$ cat config.mk
export PLATFORM = sky130hd
export DESIGN_NAME = cfh_host
export DESIGN_NICKNAME = d
export VERILOG_FILES = /design/src/rtl/cfh_buf.v /design/src/rtl/cfh_host.v
export VERILOG_INCLUDE_DIRS = /design/src /design/src/shared
export SDC_FILE = /design/constraint.sdc
export NUM_CORES = 1
export LEC_CHECK = 0
export BUFFER_PORTS_ARGS = -buffer_cell sky130_fd_sc_hd__buf_2
export CORE_MARGIN = 2
export CORE_UTILIZATION = 35
export CTS_CLUSTER_DIAMETER = 50
export DETAILED_ROUTE_END_ITERATION = 8
export GPL_ROUTABILITY_DRIVEN = 0
export HOLD_SLACK_MARGIN = 0.08
export REMOVE_ABC_BUFFERS = 1
export SKIP_LAST_GASP = 1
export SYNTH_ARGS = -nofsm -noshare
export SYNTH_HDL_FRONTEND = slang
export SYNTH_SLANG_ARGS = --single-unit
$ cat constraint.sdc
create_clock -name mclk_i -period 12.2 [get_ports mclk_i]
set_clock_uncertainty 0.15 [all_clocks]
set_input_delay 1.22 -clock mclk_i [delete_from_list [all_inputs] [get_ports mclk_i]]
set_output_delay 1.22 -clock mclk_i [all_outputs]
set_load 0.01 [all_outputs]
$ cat src/shared/cfh_map.vh
// Constants for the memory-mode host port: timing figures, cycle counts and encodings
`ifndef CFH_MAP_VH
`define CFH_MAP_VH

// ----------------------------------------------------------------
// Clock
// ----------------------------------------------------------------
`define CFH_CLK_NS        10

// ----------------------------------------------------------------
// Bus cycle timing in ns (least times, rounded up to cycles)
// ----------------------------------------------------------------
`define CFH_T_SETUP_NS    30
`define CFH_T_STROBE_NS   150
`define CFH_T_HOLD_NS     20
`define CFH_T_RESET_NS    10000

`define CFH_SETUP_CYC     ((`CFH_T_SETUP_NS  + `CFH_CLK_NS - 1) / `CFH_CLK_NS)
`define CFH_STROBE_CYC    ((`CFH_T_STROBE_NS + `CFH_CLK_NS - 1) / `CFH_CLK_NS)
`define CFH_HOLD_CYC      ((`CFH_T_HOLD_NS   + `CFH_CLK_NS - 1) / `CFH_CLK_NS)
`define CFH_RESET_CYC     ((`CFH_T_RESET_NS  + `CFH_CLK_NS - 1) / `CFH_CLK_NS)

// ----------------------------------------------------------------
// Widths and pin levels
// ----------------------------------------------------------------
`define CFH_DATA_W        16
`define CFH_ADDR_W        11
`define CFH_CNT_W         16
`define CFH_SEL_COMMON    1'b1
`define CFH_SEL_ATTR      1'b0

`endif

$ cat src/rtl/cfh_buf.v
// Two-entry read-data buffer with valid and ready on both sides
`timescale 1ns/1ps
`default_nettype none

module cfh_buf #(
  parameter WIDTH = 16,
  parameter DEPTH = 2,
  parameter AW    = 1
) (
  input  wire             mclk_i,
  input  wire             rst_i,
  input  wire             in_valid_i,
  output wire             in_ready_o,
  input  wire [WIDTH-1:0] in_data_i,
  output wire             out_valid_o,
  input  wire             out_ready_i,
  output wire [WIDTH-1:0] out_data_o
);

  // ----------------------------------------------------------------
  // Storage and pointers
  // ----------------------------------------------------------------
  reg [WIDTH-1:0] mem [0:DEPTH-1];  // Entry array
  reg [AW-1:0]    wr_ptr;           // Next slot to fill
  reg [AW-1:0]    rd_ptr;           // Oldest slot
  reg [AW:0]      count;            // Entries held

  wire push = in_valid_i & in_ready_o;   // Accepted word
  wire pop  = out_valid_o & out_ready_i; // Drained word

  // Full and empty come straight from the count, so they never lie
  assign in_ready_o  = (count != DEPTH[AW:0]);
  assign out_valid_o = (count != {(AW+1){1'b0}});
  assign out_data_o  = mem[rd_ptr];

  // Pointer wrap is explicit so DEPTH need not be a power of two
  always @(posedge mclk_i or posedge rst_i) begin
    if (rst_i) begin
      wr_ptr <= {AW{1'b0}};
      rd_ptr <= {AW{1'b0}};
      count  <= {(AW+1){1'b0}};
    end else begin
      if (push) begin
        wr_ptr <= (wr_ptr == DEPTH[AW-1:0] - 1'b1) ? {AW{1'b0}} : wr_ptr + 1'b1;
      end
      if (pop) begin
        rd_ptr <= (rd_ptr == DEPTH[AW-1:0] - 1'b1) ? {AW{1'b0}} : rd_ptr + 1'b1;
      end
      if (push & ~pop) begin
        count <= count + 1'b1;
      end else if (pop & ~push) begin
        count <= count - 1'b1;
      end
    end
  end

  // Data array has no reset; valid gating hides stale entries
  always @(posedge mclk_i) begin
    if (push) begin
      mem[wr_ptr] <= in_data_i;
    end
  end

endmodule

`default_nettype wire

$ cat src/rtl/cfh_host.v
// Host controller driving a flash card through its memory-mode pins
`timescale 1ns/1ps
`default_nettype none
`include "cfh_map.vh"

// Summary of operation
// - Word on data lines, bit 0 even byte
// - Read strobe; card drives bus then only
// - Host starts no access while busy
// - Host keeps select high for common
// - Host stretches cycle while wait low
// - Write strobe captures data into card
// - Two selects choose byte or word

module cfh_host #(
  parameter SETUP_CYC  = `CFH_SETUP_CYC,
  parameter STROBE_CYC = `CFH_STROBE_CYC,
  parameter HOLD_CYC   = `CFH_HOLD_CYC,
  parameter RESET_CYC  = `CFH_RESET_CYC
) (
  input  wire                   mclk_i,
  input  wire                   rst_i,
  // User command port
  input  wire                   cmd_valid_i,
  output wire                   cmd_ready_o,
  input  wire                   cmd_write_i,
  input  wire                   cmd_attr_i,
  input  wire [`CFH_ADDR_W-1:0] cmd_addr_i,
  input  wire [1:0]             cmd_be_i,
  input  wire [`CFH_DATA_W-1:0] cmd_wdata_i,
  input  wire                   card_reset_req_i,
  // User read data
  output wire                   rd_valid_o,
  input  wire                   rd_ready_i,
  output wire [`CFH_DATA_W-1:0] rd_data_o,
  // User status
  output wire                   card_ready_o,
  output wire                   card_wp_o,
  output wire                   busy_o,
  // Card pins
  output reg  [`CFH_ADDR_W-1:0] address_lines_o,
  input  wire [`CFH_DATA_W-1:0] data_bus_lines_i,
  output reg  [`CFH_DATA_W-1:0] data_bus_lines_o,
  output reg                    data_bus_lines_oe_o,
  output reg                    card_select_low_n_o,
  output reg                    card_select_high_n_o,
  output reg                    read_strobe_n_o,
  output reg                    write_strobe_n_o,
  output reg                    attr_select_o,
  output reg                    card_reset_o,
  output wire                   io_read_strobe_n_o,
  output wire                   io_write_strobe_n_o,
  input  wire                   ready_i,
  input  wire                   wait_n_i,
  input  wire                   write_protect_i,
  input  wire                   input_acknowledge_out_i
);

  // ----------------------------------------------------------------
  // States
  // ----------------------------------------------------------------
  localparam [2:0] S_RST    = 3'h0;  // Reset pin driven high
  localparam [2:0] S_RWAIT  = 3'h1;  // Waiting for ready
  localparam [2:0] S_IDLE   = 3'h2;  // Ready for a command
  localparam [2:0] S_SETUP  = 3'h3;  // Address and selects settle
  localparam [2:0] S_STROBE = 3'h4;  // Strobe asserted
  localparam [2:0] S_HOLD   = 3'h5;  // Strobe released, address held

  // ----------------------------------------------------------------
  // Input synchronisers
  // ----------------------------------------------------------------
  reg                   ready_m;   // First stage, read only by ready_s
  reg                   ready_s;   // Synchronised ready
  reg                   wait_m;    // First stage, read only by wait_s
  reg                   wait_s;    // Synchronised wait, high = go on
  reg                   wp_m;      // First stage of write protect
  reg                   wp_s;      // Synchronised write protect
  reg [`CFH_DATA_W-1:0] data_m;    // First stage of data lines
  reg [`CFH_DATA_W-1:0] data_s;    // Synchronised data lines

  // Card drives these without regard to our clock
  always @(posedge mclk_i or posedge rst_i) begin
    if (rst_i) begin
      ready_m <= 1'b0;
      ready_s <= 1'b0;
      wait_m  <= 1'b1;
      wait_s  <= 1'b1;
      wp_m    <= 1'b0;
      wp_s    <= 1'b0;
      data_m  <= {`CFH_DATA_W{1'b0}};
      data_s  <= {`CFH_DATA_W{1'b0}};
    end else begin
      ready_m <= ready_i;
      ready_s <= ready_m;
      wait_m  <= wait_n_i;
      wait_s  <= wait_m;
      wp_m    <= write_protect_i;
      wp_s    <= wp_m;
      data_m  <= data_bus_lines_i;
      data_s  <= data_m;
    end
  end

  // ----------------------------------------------------------------
  // Control state
  // ----------------------------------------------------------------
  reg [2:0]             state;        // Current state
  reg [2:0]             next_state;   // Following state
  reg [`CFH_CNT_W-1:0]  cnt;          // Phase countdown
  reg [`CFH_CNT_W-1:0]  next_cnt;     // Following count
  reg                   op_write;     // Latched direction
  reg [`CFH_DATA_W-1:0] op_wdata;     // Latched write word
  reg [`CFH_ADDR_W-1:0] op_addr;      // Latched address
  reg [1:0]             op_be;        // Latched byte lanes
  reg                   op_attr;      // Latched space choice
  reg                   push;         // One-cycle read word push
  reg [`CFH_DATA_W-1:0] push_data;    // Word captured at strobe end
  wire                  buf_ready;    // Buffer has a free slot

  // A read is only started when its word has a slot to land in;
  // the card gives no way to retract a read once it is strobed
  wire take = (state == S_IDLE) & ready_s & ~card_reset_req_i
              & (cmd_write_i | buf_ready);

  assign cmd_ready_o  = take;
  assign busy_o       = (state != S_IDLE);
  assign card_ready_o = ready_s;
  assign card_wp_o    = wp_s;

  // I/O strobes are parked inactive for memory mode
  assign io_read_strobe_n_o  = 1'b1;
  assign io_write_strobe_n_o = 1'b1;

  // Next-state logic
  always @* begin
    next_state = state;
    next_cnt   = cnt;
    case (state)
      S_RST: begin
        // One pulse per pass; a request still high in S_RWAIT starts another; the pin is never left high
        if (cnt == {`CFH_CNT_W{1'b0}}) begin
          next_state = S_RWAIT;
        end else begin
          next_cnt = cnt - 1'b1;
        end
      end
      S_RWAIT: begin
        // Card keeps ready low until its reset work is done
        if (card_reset_req_i) begin
          next_state = S_RST;
          next_cnt   = RESET_CYC[`CFH_CNT_W-1:0] - 1'b1;
        end else if (ready_s) begin
          next_state = S_IDLE;
        end
      end
      S_IDLE: begin
        if (card_reset_req_i) begin
          next_state = S_RST;
          next_cnt   = RESET_CYC[`CFH_CNT_W-1:0] - 1'b1;
        end else if (cmd_valid_i & take) begin
          next_state = S_SETUP;
          next_cnt   = SETUP_CYC[`CFH_CNT_W-1:0] - 1'b1;
        end
      end
      S_SETUP: begin
        if (cnt == {`CFH_CNT_W{1'b0}}) begin
          next_state = S_STROBE;
          next_cnt   = STROBE_CYC[`CFH_CNT_W-1:0] - 1'b1;
        end else begin
          next_cnt = cnt - 1'b1;
        end
      end
      S_STROBE: begin
        // Minimum width first, then stretch while wait is low
        if (cnt != {`CFH_CNT_W{1'b0}}) begin
          next_cnt = cnt - 1'b1;
        end else if (wait_s) begin
          next_state = S_HOLD;
          next_cnt   = HOLD_CYC[`CFH_CNT_W-1:0] - 1'b1;
        end
      end
      S_HOLD: begin
        if (cnt == {`CFH_CNT_W{1'b0}}) begin
          next_state = S_IDLE;
        end else begin
          next_cnt = cnt - 1'b1;
        end
      end
      default: begin
        next_state = S_RST;
        next_cnt   = RESET_CYC[`CFH_CNT_W-1:0] - 1'b1;
      end
    endcase
  end

  // ----------------------------------------------------------------
  // Sequencer and pin registers
  // ----------------------------------------------------------------
  // Every pin but the tied-off I/O strobes comes from a flop decoded from next_state, so no glitch
  // reaches the strobes; the card is reset once at our own reset
  always @(posedge mclk_i or posedge rst_i) begin
    if (rst_i) begin
      state                <= S_RST;
      cnt                  <= RESET_CYC[`CFH_CNT_W-1:0] - 1'b1;
      op_write             <= 1'b0;
      op_wdata             <= {`CFH_DATA_W{1'b0}};
      op_addr              <= {`CFH_ADDR_W{1'b0}};
      op_be                <= 2'h0;
      op_attr              <= 1'b0;
      push                 <= 1'b0;
      push_data            <= {`CFH_DATA_W{1'b0}};
      address_lines_o      <= {`CFH_ADDR_W{1'b0}};
      data_bus_lines_o     <= {`CFH_DATA_W{1'b0}};
      data_bus_lines_oe_o  <= 1'b0;
      card_select_low_n_o  <= 1'b1;
      card_select_high_n_o <= 1'b1;
      read_strobe_n_o      <= 1'b1;
      write_strobe_n_o     <= 1'b1;
      attr_select_o        <= `CFH_SEL_COMMON;
      card_reset_o         <= 1'b1;
    end else begin
      state <= next_state;
      cnt   <= next_cnt;
      push  <= 1'b0;
      // Latch the command as it is taken
      if (cmd_valid_i & take) begin
        op_write <= cmd_write_i;
        op_wdata <= cmd_wdata_i;
        op_addr  <= cmd_addr_i;
        op_be    <= cmd_be_i;
        op_attr  <= cmd_attr_i;
      end
      // Capture the read word as the strobe ends
      if ((state == S_STROBE) & (next_state == S_HOLD) & ~op_write) begin
        push      <= 1'b1;
        push_data <= data_s;
      end
      card_reset_o <= (next_state == S_RST);
      if ((next_state == S_SETUP) | (next_state == S_STROBE) | (next_state == S_HOLD)) begin
        // Address, space and lanes stand across the whole cycle
        address_lines_o      <= (state == S_IDLE) ? cmd_addr_i : op_addr;
        attr_select_o        <= ((state == S_IDLE) ? cmd_attr_i : op_attr)
                                ? `CFH_SEL_ATTR : `CFH_SEL_COMMON;
        card_select_low_n_o  <= ~((state == S_IDLE) ? cmd_be_i[0] : op_be[0]);
        card_select_high_n_o <= ~((state == S_IDLE) ? cmd_be_i[1] : op_be[1]);
        // Host drives the bus only for writes, never under a read strobe
        data_bus_lines_oe_o  <= (state == S_IDLE) ? cmd_write_i : op_write;
        data_bus_lines_o     <= (state == S_IDLE) ? cmd_wdata_i : op_wdata;
      end else begin
        card_select_low_n_o  <= 1'b1;
        card_select_high_n_o <= 1'b1;
        data_bus_lines_oe_o  <= 1'b0;
        attr_select_o        <= `CFH_SEL_COMMON;
      end
      read_strobe_n_o  <= ~((next_state == S_STROBE) & ~op_write);
      write_strobe_n_o <= ~((next_state == S_STROBE) & op_write);
    end
  end

  // ----------------------------------------------------------------
  // Read data buffer
  // ----------------------------------------------------------------
  // Two entries let the user stall for a word without losing one
  cfh_buf #(
    .WIDTH (`CFH_DATA_W),
    .DEPTH (2),
    .AW    (1)
  ) u_buf (
    .mclk_i      (mclk_i),
    .rst_i       (rst_i),
    .in_valid_i  (push),
    .in_ready_o  (buf_ready),
    .in_data_i   (push_data),
    .out_valid_o (rd_valid_o),
    .out_ready_i (rd_ready_i),
    .out_data_o  (rd_data_o)
  );

endmodule

`default_nettype wire

==> out/results.ini <==
[global_routing]
met2_usage=0.225
grtUsageTotal=0.135
grt_pass1_wl_um=22800
top_usage_layer=met2
use_met3=0.0621
grt_max_degree=89
grt_antenna_before_repair=1
grt_overflow=0
grtUsageMet1=0.157
grt_pass1_vias=4452

[synthesis]
yosys.area.top_type_share=0.454
synth-edff-count=32
synth.top_cells.by_area=dfrtp_1 45%, mux2_2 18%, edfxtp_1 14%, dfstp_2 6.0%, o21ai_0 1.7%
synth_largest_area_cell=dfrtp_1
synth_cell_types=46
async_flop_share=0.817
ys_warn_count=0
synth_most_common_cell=dfrtp_1
syn_area_per_cell_sq_um=14.7
netlist_area_sq_um=7010
seq_area_frac_synth=0.651
synth-main-ff-cell=dfrtp_1
synth-seq-cells=175
synthesis.instances=477
synthTopCellsByCount=127 x dfrtp_1, 115 x mux2_2, 32 x edfxtp_1, 24 x o21ai_0, 20 x nor2_1

[clocking]
path_clk_slew_ns=0.07
cts_tree=done
cts_made_buffers=17
post_cts_buffers=0
holdBufCountCts=0
cts.sinks=175
post_cts_resize_count=0
clk_latency_ns=0.43
h-tree-depth=4
root_buffer=clkbuf_16
clockBufferDepth=2

[placed_design]
dp_cells=833
io_buffers=109
dp.final_hpwl_um=9120
pre_cts_ws_ns=8.22
place_area_sq_um=7810

[route]
dr.pass1.iters=4
drc=0
wirelength_um=13600
antenna_left=0
via_per_inst=4.76
routed-via-count=4126
drtIter0Drc=118
routedWlPerCell_um=15.7

[floorplan]
die_area_sq_um=21200
io_pins=113
core_sq_um=19500
rows=51
start_util=0.359
die_h_um=145
die_w_um=145

[sta]
min_period_ns=3.78
report.final.slew_viol_count=0
fmax_mhz=265
setup_tns_ns=0
hold_viol=0
maxSlewHeadroom=0.279
tightestPinTransition_ns=1.08
finalCritPeriodShare=0.310
layout_setup_ws_ns=8.42
setup-violations-final=0
rsz0062_at_grt=false

[critical_path]
cp-startpoint=cnt[0]$_DFFE_PP1P_
r2r_start=cnt[0]$_DFFE_PP1P_
crit_path_start_kind=flip-flop
r2r_setup_slack_ns=8.42
worst_r2r_path_depth=8
slowest_stage=a21oi_4
timing_worst_setup_path_type=reg2reg
critPathMaxFanout=31
r2r-end=data_bus_lines_o[8]$_DFFE_PP0P_
path_cells=inv_1, ha_1, or4b_2, nor4_4, a21oi_1, a221o_2, a21oi_4, mux2_2
slowest_delay_ns=0.86
worstSetupEndpointType=flip-flop
crit_required_ns=12.36
arrival_ns=3.93

[finish]
fin_nets=645
post-route-util=0.432
fin_cells=866
syn_to_final_growth_pct=20.4
final_area_sq_um=8430
drive_above_1_share=0.482

[worst_hold_path]
min_to=data_s[8]$_DFF_PP0_
hp-start=data_m[8]$_DFF_PP0_
hold_class=reg2reg
hold_depth=0

[power]
power_density_nw_per_um2=168
ir_drop_mv=0.0982
p_leak_nw=3.80

[flow_run]
maxCapViolCount=0

[outcome]
status=finished clean

==> registers in the layout, summed over array words and instances, names as in the netlist, 2 cells and up <==
register / flops
address_lines_o: 11
cnt: 16
data_bus_lines_o: 16
data_m: 16
data_s: 16
op_addr: 11
op_be: 2
op_wdata: 16
push_data: 16
state: 3
u_buf.count: 2
u_buf.mem: 32
==> power by group <==
part / leakage, nW / internal (W) / total, W / switching, W
Clock: 0.294 / 0.000313 / 0.000562 / 0.000249
Sequential: 2.05 / 0.000652 / 0.000698 / 0.0000459
Combinational: 1.45 / 0.0000831 / 0.000157 / 0.0000737
==> per-stage QoR <==
stage	hold WS (ns)	total power, W
final	0.198	0.00142
after global routing	0.206	0.00149
after CTS	0.199	0.00144
after detailed placement	0.185	0.000868
after global placement	0.183	0.000858
after floorplan	0.181	0.000810
==> logic make-up after synthesis <==
| family | synth area share |
|---|---|
| buf+inv | 0.0229 |
| xor+xnor | 0.00625 |
| other cells | 0.000535 |
| fa+ha+maj | 0.00357 |
| compound gates | 0.0652 |
| simple gates | 0.0570 |
| flops | 0.651 |
| mux | 0.194 |
==> how the worst max path moves through the flow <==
stage / endpoint / slack (ns) / depth (start not counted)
final: data_bus_lines_o[8]$_DFFE_PP0P_ / 8.42 / 8
after global routing: data_bus_lines_o[8]$_DFFE_PP0P_ / 8.21 / 8
after CTS: data_bus_lines_o[8]$_DFFE_PP0P_ / 8.36 / 8
after detailed placement: data_bus_lines_o[13]$_DFFE_PP0P_ / 8.22 / 6
after global placement: data_bus_lines_o[5]$_DFFE_PP0P_ / 8.26 / 6
after floorplan: address_lines_o[0]$_DFFE_PP0P_ / 7.02 / 1
==> cell type report <==
cell class	count	area, sq um
fillers	1840	11100
flip-flops and latches	175	4560
multi-input cells	271	2300
repair buffers	112	568
clock buffers	17	425
well taps	265	332
clock inverters	15	198
inverters	10	42.5
diodes	1	2.50
==> cells in the final DEF, fill, tap and decap left out, types with 3 or more instances in the layout <==
cell / netlist / final
nand2b_1: 9 / 9
clkinv_8: 0 / 3
inv_8: 0 / 4
nor2_1: 20 / 18
inv_6: 0 / 3
or4_1: 3 / 3
xnor2_1: 3 / 3
clkbuf_16: 0 / 17
buf_4: 2 / 3
mux2_2: 115 / 115
a21o_1: 3 / 3
a22o_1: 7 / 7
dfstp_2: 16 / 16
clkinvlp_4: 0 / 3
o21ai_0: 24 / 24
a21oi_1: 14 / 14
dfrtp_1: 127 / 127
or3_1: 5 / 5
nand2_1: 13 / 13
edfxtp_1: 32 / 32
o41ai_1: 3 / 3
mux2i_1: 4 / 4
nor3_1: 8 / 8
buf_2: 2 / 109
or2_2: 5 / 5
nor2b_1: 4 / 4
inv_1: 10 / 9
o31ai_1: 4 / 4
==> critical path, delay by kind of cell, from the launching register on <==
kind / cells / cell delay, ns
DFF: 1 / 0.39
and+or+nand+nor: 2 / 1.05
adders and majority gates: 1 / 0.18
buffers and inverters: 1 / 0.09
muxes: 1 / 0.43
AOI/OAI and AO/OA: 3 / 1.35
==> layer usage <==
metal | wire (um) | vias up
li1 | - | 1937
met1 | 5710 | 2066
met2 | 6620 | 104
met3 | 1130 | 17
met4 | 150 | 2
met5 | 11 | -
Note: power is estimated with default switching activity, not from simulation.
